--- config.mk ---
export PLATFORM = sky130hd
export DESIGN_NAME = capture_pll_control_regs
export DESIGN_NICKNAME = d
export VERILOG_FILES = /design/src/hw/capture_pll_pkg.sv /design/src/hw/capture_pll_control_regs.sv
export VERILOG_INCLUDE_DIRS = /design/src /design/src/hw
export SDC_FILE = /design/constraint.sdc
export NUM_CORES = 1
export LEC_CHECK = 0
export BUFFER_PORTS_ARGS = -buffer_cell sky130_fd_sc_hd__buf_4
export CAP_MARGIN = 30
export CORE_MARGIN = 2
export CORE_UTILIZATION = 43
export DETAILED_ROUTE_END_ITERATION = 12
export PLACE_DENSITY = 0.67
export REMOVE_ABC_BUFFERS = 1
export SETUP_SLACK_MARGIN = 0.15
export SLEW_MARGIN = 20
export SYNTH_ARGS = -nofsm -noshare
export SYNTH_HDL_FRONTEND = slang
export SYNTH_SLANG_ARGS = --single-unit
--- constraint.sdc ---
create_clock -name clk_in -period 1.95 [get_ports clk_in]
set_input_delay 0.195 -clock clk_in [delete_from_list [all_inputs] [get_ports clk_in]]
set_output_delay 0.195 -clock clk_in [all_outputs]
set_load 0.005 [all_outputs]
--- src/hw/capture_pll_cfg.svh ---
// register offsets, field positions and reset values of the capture control bank
// Operation
// RQ1: line count readable at 0x26 and 0x27
// RQ2: host writes 0xbf and 0x02 to 0x28/0x29
// RQ3: host writes 0xe8 and 0xe0 to 0x2d/0x2e
// RQ4: 0x2a and 0x2b read only, writes ignored
// RQ5: bit4 of 0x2c selects hold or continuous
// RQ6: wide settings update only on low write
// RQ7: address 0x00 returns silicon revision code
// RQ8: divide ratio 12 bits from 0x01, 0x02
// RQ9: divider accepts ratios 2 through 4095
// RQ10: ratio sets pixel clocks per line
// RQ11: divide ratio resets to 1693
// RQ12: band select bits 7:6 reset to 01
// RQ13: pump current bits 5:3 reset to 001
// RQ14: bit 2 selects external pixel clock
// RQ15: external clock ignores ratio, keeps phase
// RQ16: phase field bits 7:3 resets to 16
// RQ17: red gain upper bits 6:0 reset 0x40
// RQ18: red gain low bits 7:6 commit gain
// RQ19: whole wide value applied in one cycle
`ifndef CAPTURE_PLL_CFG_SVH
`define CAPTURE_PLL_CFG_SVH
`define ADR_SILICON_REVISION 8'h00
`define ADR_LINE_DIVIDE_UPPER 8'h01
`define ADR_LINE_DIVIDE_LOWER 8'h02
`define ADR_CLOCK_GEN_CONTROL 8'h03
`define ADR_SAMPLE_PHASE 8'h04
`define ADR_RED_GAIN_UPPER 8'h05
`define ADR_RED_GAIN_LOWER 8'h06
`define ADR_LINES_UPPER 8'h26
`define ADR_LINES_LOWER 8'h27
`define ADR_FACTORY_A 8'h28
`define ADR_FACTORY_B 8'h29
`define ADR_RESERVED_A 8'h2a
`define ADR_RESERVED_B 8'h2b
`define ADR_AUTO_LEVEL_HOLD 8'h2c
`define ADR_FACTORY_C 8'h2d
`define ADR_FACTORY_D 8'h2e
`define RST_DIVIDE_UPPER 8'h69
`define RST_DIVIDE_LOWER 8'hd0
`define RST_DIVIDE_RATIO 12'h69d
`define RST_CLOCK_GEN_CONTROL 8'h48
`define RST_SAMPLE_PHASE 8'h80
`define RST_RED_GAIN_UPPER 8'h40
`define RST_RED_GAIN_LOWER 8'h00
`define RST_RED_GAIN 9'h100
`define RST_FACTORY_A 8'hbf
`define RST_FACTORY_B 8'h02
`define RST_AUTO_LEVEL_HOLD 8'h00
`define RST_FACTORY_C 8'hf0
`define RST_FACTORY_D 8'hf0
`define POS_BAND_HI 7
`define POS_BAND_LO 6
`define POS_PUMP_HI 5
`define POS_PUMP_LO 3
`define POS_EXT_CLOCK 2
`define POS_PHASE_HI 7
`define POS_PHASE_LO 3
`define POS_HOLD_CONT 4
`define MIN_DIVIDE_RATIO 12'h002
`endif

--- src/hw/capture_pll_pkg.sv ---
// types shared by the capture control bank
package capture_pll_pkg;
  typedef struct packed {
    logic write;
    logic read;
    logic [7:0] addr;
    logic [7:0] data;
  } reg_req_t;
  typedef struct packed {
    logic [11:0] line_divide_ratio;
    logic [1:0] oscillator_band_select;
    logic [2:0] pump_current;
    logic external_pixel_clock_select;
    logic [4:0] sample_phase;
    logic [8:0] red_gain;
    logic continuous_offset_update;
  } pll_cfg_t;
endpackage : capture_pll_pkg

--- src/hw/capture_pll_control_regs.sv ---
// control register bank of the capture clock generator and red gain
`timescale 1ns/1ps
`include "capture_pll_cfg.svh"
module capture_pll_control_regs
  import capture_pll_pkg::*;
#(
  // arbitrary neutral value
  parameter logic [7:0] SILICON_REVISION = 8'h01
) (
  input wire logic clk_in,
  input wire logic rst_in,
  input wire reg_req_t req_in,
  input wire logic [11:0] lines_per_frame_in,
  output logic [7:0] rdata_out,
  output logic rvalid_out,
  output pll_cfg_t cfg_out,
  output logic divide_ratio_valid_out,
  output logic [11:0] active_divide_ratio_out
);

  ////////////////////////////////////////////////////////////////////////////
  logic [7:0] div_upper_ff, nxt_div_upper;
  logic [7:0] div_lower_ff, nxt_div_lower;
  logic [7:0] clkgen_ff, nxt_clkgen;
  logic [7:0] phase_ff, nxt_phase;
  logic [7:0] gain_upper_ff, nxt_gain_upper;
  logic [7:0] gain_lower_ff, nxt_gain_lower;
  logic [7:0] fact_a_ff, nxt_fact_a;
  logic [7:0] fact_b_ff, nxt_fact_b;
  logic [7:0] hold_ff, nxt_hold;
  logic [7:0] fact_c_ff, nxt_fact_c;
  logic [7:0] fact_d_ff, nxt_fact_d;
  logic [11:0] ratio_ff, nxt_ratio;
  logic [8:0] gain_ff, nxt_gain;
  logic [7:0] rdata_ff, nxt_rdata;
  logic rvalid_ff, nxt_rvalid;

  function automatic logic hit(input reg_req_t r, input logic [7:0] a);
    hit = r.write && (r.addr == a);
  endfunction : hit

  ////////////////////////////////////////////////////////////////////////////
  always_comb begin
    nxt_div_upper = div_upper_ff;
    nxt_div_lower = div_lower_ff;
    nxt_clkgen = clkgen_ff;
    nxt_phase = phase_ff;
    nxt_gain_upper = gain_upper_ff;
    nxt_gain_lower = gain_lower_ff;
    nxt_fact_a = fact_a_ff;
    nxt_fact_b = fact_b_ff;
    nxt_hold = hold_ff;
    nxt_fact_c = fact_c_ff;
    nxt_fact_d = fact_d_ff;
    nxt_ratio = ratio_ff;
    nxt_gain = gain_ff;
    // RQ6: upper byte only latched
    if (hit(req_in, `ADR_LINE_DIVIDE_UPPER)) begin
      nxt_div_upper = req_in.data;
    end
    // RQ8: low nibble commits ratio
    if (hit(req_in, `ADR_LINE_DIVIDE_LOWER)) begin
      nxt_div_lower = {req_in.data[7:4], 4'h0};
      // RQ19: whole ratio at once
      nxt_ratio = {div_upper_ff, req_in.data[7:4]};
    end
    if (hit(req_in, `ADR_CLOCK_GEN_CONTROL)) begin
      nxt_clkgen = {req_in.data[7:2], 2'b00};
    end
    if (hit(req_in, `ADR_SAMPLE_PHASE)) begin
      nxt_phase = {req_in.data[7:3], 3'b000};
    end
    // RQ17: upper gain latched only
    if (hit(req_in, `ADR_RED_GAIN_UPPER)) begin
      nxt_gain_upper = {1'b0, req_in.data[6:0]};
    end
    // RQ18: low bits commit gain
    if (hit(req_in, `ADR_RED_GAIN_LOWER)) begin
      nxt_gain_lower = {req_in.data[7:6], 6'h00};
      nxt_gain = {gain_upper_ff[6:0], req_in.data[7:6]};
    end
    if (hit(req_in, `ADR_FACTORY_A)) begin
      nxt_fact_a = req_in.data;
    end
    if (hit(req_in, `ADR_FACTORY_B)) begin
      nxt_fact_b = req_in.data;
    end
    // RQ5: hold control stored whole
    if (hit(req_in, `ADR_AUTO_LEVEL_HOLD)) begin
      nxt_hold = req_in.data;
    end
    if (hit(req_in, `ADR_FACTORY_C)) begin
      nxt_fact_c = req_in.data;
    end
    if (hit(req_in, `ADR_FACTORY_D)) begin
      nxt_fact_d = req_in.data;
    end
  end

  always_ff @(posedge clk_in) begin
    if (rst_in) begin
      div_upper_ff <= `RST_DIVIDE_UPPER;
      div_lower_ff <= `RST_DIVIDE_LOWER;
      clkgen_ff <= `RST_CLOCK_GEN_CONTROL;
      phase_ff <= `RST_SAMPLE_PHASE;
      gain_upper_ff <= `RST_RED_GAIN_UPPER;
      gain_lower_ff <= `RST_RED_GAIN_LOWER;
      fact_a_ff <= `RST_FACTORY_A;
      fact_b_ff <= `RST_FACTORY_B;
      hold_ff <= `RST_AUTO_LEVEL_HOLD;
      fact_c_ff <= `RST_FACTORY_C;
      fact_d_ff <= `RST_FACTORY_D;
      // RQ11: power-up ratio
      ratio_ff <= `RST_DIVIDE_RATIO;
      gain_ff <= `RST_RED_GAIN;
    end else begin
      div_upper_ff <= nxt_div_upper;
      div_lower_ff <= nxt_div_lower;
      clkgen_ff <= nxt_clkgen;
      phase_ff <= nxt_phase;
      gain_upper_ff <= nxt_gain_upper;
      gain_lower_ff <= nxt_gain_lower;
      fact_a_ff <= nxt_fact_a;
      fact_b_ff <= nxt_fact_b;
      hold_ff <= nxt_hold;
      fact_c_ff <= nxt_fact_c;
      fact_d_ff <= nxt_fact_d;
      ratio_ff <= nxt_ratio;
      gain_ff <= nxt_gain;
    end
  end

  ////////////////////////////////////////////////////////////////////////////
  // read data registered; reserved words read zero
  always_comb begin
    nxt_rvalid = req_in.read;
    nxt_rdata = rdata_ff;
    if (req_in.read) begin
      case (req_in.addr)
        // RQ7: revision code
        `ADR_SILICON_REVISION: nxt_rdata = SILICON_REVISION;
        `ADR_LINE_DIVIDE_UPPER: nxt_rdata = div_upper_ff;
        `ADR_LINE_DIVIDE_LOWER: nxt_rdata = div_lower_ff;
        `ADR_CLOCK_GEN_CONTROL: nxt_rdata = clkgen_ff;
        `ADR_SAMPLE_PHASE: nxt_rdata = phase_ff;
        `ADR_RED_GAIN_UPPER: nxt_rdata = gain_upper_ff;
        `ADR_RED_GAIN_LOWER: nxt_rdata = gain_lower_ff;
        // RQ1: line count readback
        `ADR_LINES_UPPER: nxt_rdata = lines_per_frame_in[11:4];
        `ADR_LINES_LOWER: nxt_rdata = {lines_per_frame_in[3:0], 4'h0};
        `ADR_FACTORY_A: nxt_rdata = fact_a_ff;
        `ADR_FACTORY_B: nxt_rdata = fact_b_ff;
        // RQ4: reserved, no storage
        `ADR_RESERVED_A: nxt_rdata = 8'h00;
        `ADR_RESERVED_B: nxt_rdata = 8'h00;
        `ADR_AUTO_LEVEL_HOLD: nxt_rdata = hold_ff;
        `ADR_FACTORY_C: nxt_rdata = fact_c_ff;
        `ADR_FACTORY_D: nxt_rdata = fact_d_ff;
        default: nxt_rdata = 8'h00;
      endcase
    end
  end

  always_ff @(posedge clk_in) begin
    if (rst_in) begin
      rdata_ff <= 8'h00;
      rvalid_ff <= 1'b0;
    end else begin
      rdata_ff <= nxt_rdata;
      rvalid_ff <= nxt_rvalid;
    end
  end

  ////////////////////////////////////////////////////////////////////////////
  assign rdata_out = rdata_ff;
  assign rvalid_out = rvalid_ff;
  assign cfg_out.line_divide_ratio = ratio_ff;
  // RQ12: band field
  assign cfg_out.oscillator_band_select =
    clkgen_ff[`POS_BAND_HI:`POS_BAND_LO];
  // RQ13: pump current code
  assign cfg_out.pump_current = clkgen_ff[`POS_PUMP_HI:`POS_PUMP_LO];
  // RQ14: clock source bit
  assign cfg_out.external_pixel_clock_select = clkgen_ff[`POS_EXT_CLOCK];
  // RQ16: phase applies in either clock mode
  assign cfg_out.sample_phase = phase_ff[`POS_PHASE_HI:`POS_PHASE_LO];
  assign cfg_out.red_gain = gain_ff;
  assign cfg_out.continuous_offset_update = hold_ff[`POS_HOLD_CONT];
  // RQ9: ratios below 2 flagged, the loop must not use them
  assign divide_ratio_valid_out = (ratio_ff >= `MIN_DIVIDE_RATIO);
  // RQ15: ratio ignored under external clock
  // RQ10: ratio is pixel clocks per line
  assign active_divide_ratio_out =
    clkgen_ff[`POS_EXT_CLOCK] ? 12'h000 : ratio_ff;
endmodule : capture_pll_control_regs

==> impl_results.md, run 1 <==
* Initial core utilization at 44.29%
* Share of the synthesized area in the top cell type at 42.04%
* Dpl ws at -0.06099 ns
* Setup TNS at 0 ns
* Die H at 107.1 um
* Hold Vio Cnt, Final at 0
* Final worst setup slack at 0.2735 ns
* GRT overflow at 0
* Warnings from Yosys at 0
* # setup viols final at 0
* Remaining antenna violation count at 0
* P&R area growth vs syn at 26.55%
* Final-stage net count at 659
* Nature of the critical path endpoint: register
* Final min period at 1.677 ns
* Critical Path AT at 2.00 ns
* Hold Path Class: in -> reg
* Number of vias in the routed layout at 4,456
* Synth unique cells at 59
* Final Max Slew Viols at 0
* Least-Margin Pin Slew at 0.4932 ns
* Worst-path clk slew at 0.10 ns
* Leak at 2.373 nW
* Die width at 107.1 um
* Synth Instances at 534
* Synth async-reset ratio at 0%
* Status: complete, no violations
* RSZ-0062 raised after global routing: false
* Total core area at 10,320 sq um
* Register area at 1922 sq um
* Die ar. at 11,470 sq um
* Root buf cell: clkbuf_8
* Area of the multi-input gates at 2447 sq um
* Commonest non-fill, non-tap cell in the layout: buf_4
* Synth area leaders: dfxtp_1, mux2i_1, nand2_1, nor2_1, nor2b_1
* Largest net degree at the start of global routing at 27
* Postcts setup bufs at 0
* Fmax at 596.5 MHz
* Most frequent cells in the layout: buf_4, dfxtp_1, nand2_1
* Layout cells sized above 1 at 26.58%
* # fillers at 965
* Vias in the first global route at 4,142
* CTS max path bufs at 2
* Wire per inst at 19.33 um
* P per Cell Area at 648.9 nW/um^2
* H-Tree Depth at 3
* Syn Area/Cell at 8.562 sq um
* Seq/Total Area, Yosys at 42.04%
* CTS tree: done
* Crit Path Max Fanout at 5
* Post-synthesis register bit count at 96
* Worst slew margin at 67.08%
* DP Area at 5564 sq um
* Num rows at 37
* Peak supply drop at 0.4595 mV
* RD Place Congestion at 0.9434
* Final worst-path cycle share at 85.97%
* Yosys top cell by area: dfxtp_1
* DP Wirelength at 10,650 um
* CP Data Required Time at 2.27 ns
* Cts bufs inserted at 9
* Global Route Usage Sum at 25.96%
* Critical path class: in -> reg
* Post-route cell area at 5786 sq um
* Post-synth EDFFs at 0
* DR iter-0 viols at 392
* Main synth FF type: dfxtp_1
* Worst Setup Start Kind: input port
* 1st-pass router iterations at 5
* I/O Buffers at 86
* Global-route wire length before repair at 22,850 um
* DRC at 0
* # clock sinks at 96
* Wirelength, routed at 14,840 um
* I/O Pins at 87
* Cell Area, Synth at 4572 sq um
* Layout Skew at 0.01331 ns
* Clock network latency to the later pin of the worst-skew pair at 0.38 ns
* DR vias/cell at 5.802
* Inserted Diodes at 0
* Max-cap violation count at 0
* Initial antenna violation count at 0
[kinds of logic (layout without fill, tap and decap cells)]
group           after synthesis  after routing  synth area share (%)
buf+inv                      53            151                 4.735
compound gates              116            116                 17.65
simple gates                219            219                 24.41
flops                        96             96                 42.04
mux                          49             49                 10.97
xor+xnor                      1              1                0.1916
[timing repair]
item,CTS,global route
setup endpoints to repair,0,1
hold buffers,0,0
resized for setup,0,1
[synthesized netlist by cell type, drive strengths merged (4+ instances only)]
cell type / count
a31oi: 7
a21oi: 27
mux2: 9
nor2: 56
nand2: 71
mux2i: 40
dfxtp: 96
o211ai: 10
nand3b: 10
nand4: 6
nand2b: 5
nor2b: 30
clkbuf: 32
inv: 8
nor3: 6
nand3: 19
o221a: 4
a211o: 14
buf: 13
a22oi: 6
o21ai: 22
[cell type report]
type / count / share of cell area, %
Sequential cell: 96 / 33.22
Multi-Input combinational cell: 385 / 42.30
Clock buffer: 9 / 2.141
Timing Repair Buffer: 127 / 17.34
Inverter: 8 / 0.5190
Clock inverter: 7 / 1.535
Tap cell: 136 / 2.941
[critical path, cell delays in order]
cell and delay (ns):
buf_4 0.11, or4b_2 0.72, nor3b_4 0.33, a22oi_1 0.14, a211oi_2 0.27, o221a_2 0.22
[flip-flops by register name, indices dropped and copies added, names as in the netlist]
name           count
ratio_ff          12
gain_upper_ff      7
phase_ff           5
fact_d_ff          8
fact_b_ff          8
div_upper_ff       8
fact_c_ff          8
rdata_out          8
clkgen_ff          6
hold_ff            8
gain_ff            9
fact_a_ff          8
rvalid_out         1
[stage by stage]
stage / std cells / util, % / total power [mW] / hold WS, ns
after floorplan: 489 / - / 2.120 / 0.2641
final: 768 / 56.04 / 3.755 / 0.1051
after global placement: 752 / 53.90 / 2.358 / 0.4445
after detailed placement: 752 / 53.90 / 2.361 / 0.4498
after global routing: 768 / 56.04 / 3.863 / 0.1109
after CTS: 768 / 55.96 / 3.750 / 0.1003
[worst paths after layout]
path	start	endpoint	slack [ns]	depth (start not counted)
setup / recovery	req_in[15]	rdata_out[4]$_SDFFE_PP0P_	0.27	6
hold / removal	req_in[0]	fact_c_ff[0]$_SDFFE_PP0P_	0.11	3
setup reg to reg	ratio_ff[3]$_SDFFE_PP1P_	rdata_out[7]$_SDFFE_PP0P_	0.40	5
hold reg to reg	fact_a_ff[6]$_SDFFE_PP0P_	fact_a_ff[6]$_SDFFE_PP0P_	0.47	2
[power by group]
part,switching [mW],internal (mW),total [mW]
sequential,0.00622,1.97,1.97
combinational,0.218,0.137,0.355
clock,0.804,0.623,1.43
total,1.03,2.73,3.75
[per-layer routing]
metal	track usage [%]	wire [um]
met5	0	0
met4	9.833	373
met3	4.134	1113
met2	39.42	6495
met1	36.91	6862
(Power assumes the default switching activity.)
==> inputs of run 2 (changes only) <==
CORE_MARGIN = default   (was 2)
==> run 2 against run 1 <==
Against the previous run:
- largest cell class unchanged
- hold slack about the same
- total power down 5.1%
- largest power group unchanged
- sequential power about the same
- non-clock buffer count up 2
- sequential cell count unchanged
- final cell count up 0.26%
- core utilization down 0.35 points
- global-route usage up 1.3 points
- maximum frequency down 1.7%
- clock power down 13%
==> impl_results.md, run 2 (synthesis gave the netlist of run 1 again) <==
* Commonest non-fill, non-tap cell in the layout: buf_4
* Hold Vio Cnt, Final at 0
* Worst slew margin at 66.60%
* Leak at 2.353 nW
* Crit Path Max Fanout at 6
* Wirelength, routed at 14,520 um
* # clock sinks at 96
* Flop pwr share at 55.3%
* Internal power at 2.611 mW
* Global-route wire length before repair at 23,040 um
* Worst Setup Start Kind: input port
* Hold slack at 0.1050 ns
* Number of flip-flops in the largest register at 12
* Status: complete, no violations
* Origin of the worst setup path: req_in[15]
* H-Tree Depth at 3
* Global Route Usage Sum at 27.23%
* Dpl ws at -0.1420 ns
* Hold Buf Count CTS at 0
* Largest Register: ratio_ff
* DP Area at 5567 sq um
* Postcts setup bufs at 0
* Fmax at 586.5 MHz
* Hold depth at 3
* Delay-heaviest family, CP: simple AND/OR/NAND/NOR gates
* Largest net degree at the start of global routing at 43
* Initial core utilization at 44.29%
* RSZ-0062 raised after global routing: false
* R2R Path End: rdata_out[6]$_SDFFE_PP0P_
* Hold path start: req_in[0]
* Final Max Slew Viols at 0
* Clock network power share at 34.8%
* Max-cap violation count at 0
* Die ar. at 11,050 sq um
* Remaining antenna violation count at 0
* CP Data Required Time at 2.29 ns
* Die H at 105.1 um
* Wire per inst at 18.86 um
* Nature of the critical path endpoint: register
* Total net switching power at 0.9531 mW
* I/O Buffers at 86
* Worst-path clk slew at 0.10 ns
* CTS max path bufs at 2
* Critical path class: in -> reg
* Final worst setup slack at 0.2450 ns
* RR Startpoint: gain_ff[0]$_SDFFE_PP0P_
* R2R depth at 5
* Die width at 105.1 um
* I/O Pins at 87
* Vias in the first global route at 4,157
* Root buf cell: clkbuf_8
* Cts repair resizes at 0
* DRC at 0
* Least-Margin Pin Slew at 0.5003 ns
* Final min period at 1.705 ns
* Final worst-path cycle share at 87.44%
* Cts bufs inserted at 9
* GRT overflow at 0
* Initial antenna violation count at 0
* Number of vias in the routed layout at 4,381
* CTS tree: done
* Inserted Diodes at 0
* Layout Skew at 0.01462 ns
* Clock network latency to the later pin of the worst-skew pair at 0.38 ns
* Critical Path AT at 2.04 ns
* Post-route cell area at 5749 sq um
* Worst path cell trace: buf_4, or4b_2, nor3b_4, nand3_1, a32oi_1, o221a_2
* RD Place Congestion at 0.9071
* Critical path's slowest cell: or4b_2
* Pwr Total at 3.564 mW
* P per Cell Area at 619.9 nW/um^2
* Layout cells sized above 1 at 26.66%
* DP Wirelength at 10,440 um
* P&R area growth vs syn at 25.75%
* Combinational Power Share at 9.9%
* Worst Hold Endpoint: fact_c_ff[0]$_SDFFE_PP0P_
* Switch share at 26.74%
* Worst path max stage delay at 0.73 ns
* Worst Path Buf+Inv at 1
* Flop2flop setup slack at 0.41 ns
* Peak supply drop at 0.3894 mV
* Top Registers: ratio_ff x12, gain_ff x9
* DR vias/cell at 5.690
* 1st-pass router iterations at 5
* Total core area at 10,320 sq um
* # setup viols final at 0
* DR iter-0 viols at 357
* Num rows at 37
* Hold Path Class: in -> reg
* Most frequent cells in the layout: buf_4, dfxtp_1, nand2_1
* Final-stage net count at 661
run 2: final cells by class:
type | instances | area [sq um]
timing repair buffer | 129 | 1006
multi-input combinational | 385 | 2439
sequential | 96 | 1922
clock buffer | 11 | 141.4
tap | 136 | 170.2
fill | 977 | 4574
inverter | 8 | 30.03
clock inverter | 5 | 41.29
run 2: how the worst max path moves through the flow:
stage / to / cells after the start
2_1_floorplan: fact_c_ff[4]$_SDFFE_PP1P_ / 5
3_3_place_gp: rdata_out[7]$_SDFFE_PP0P_ / 6
3_5_place_dp: rdata_out[7]$_SDFFE_PP0P_ / 6
4_1_cts: rdata_out[7]$_SDFFE_PP0P_ / 6
5_1_grt: div_upper_ff[0]$_SDFFE_PP1P_ / 8
6_report: rdata_out[7]$_SDFFE_PP0P_ / 6
run 2: power groups by stage:
stage	sequential [mW]	clock, mW	combinational, mW
2_1_floorplan	2.02	0	0.103
6_report	1.97	1.24	0.351
3_5_place_dp	2.02	0	0.345
3_3_place_gp	2.02	0	0.343
4_1_cts	1.97	1.26	0.346
5_1_grt	1.97	1.34	0.372
run 2: per-stage QoR:
stage / util, % / TNS, ns / std cells
6_report: 55.69 / 0 / 770
5_1_grt: 55.69 / 0 / 770
4_1_cts: 55.69 / 0 / 770
3_5_place_dp: 53.92 / -0.9770 / 754
3_3_place_gp: 53.92 / -0.5278 / 754
2_1_floorplan: - / -12.41 / 489
run 2: worst reg2reg max path, delay by kind of cell, from the launching register on:
| family | cells | cell delay, ns |
|---|---|---|
| AO/OA/AOI/OAI | 3 | 0.77 |
| flip-flops | 1 | 0.34 |
| AND/OR/NAND/NOR | 1 | 0.06 |
| multiplexers | 1 | 0.27 |
run 2: metal layers:
metal | up-vias | global-route usage (%) | wire (um)
met1 | 2078 | 37.49 | 6526
met5 | - | 0 | 0
met2 | 191 | 42.38 | 6659
met3 | 22 | 5.303 | 1036
li1 | 2090 | - | -
met4 | 0 | 9.658 | 301
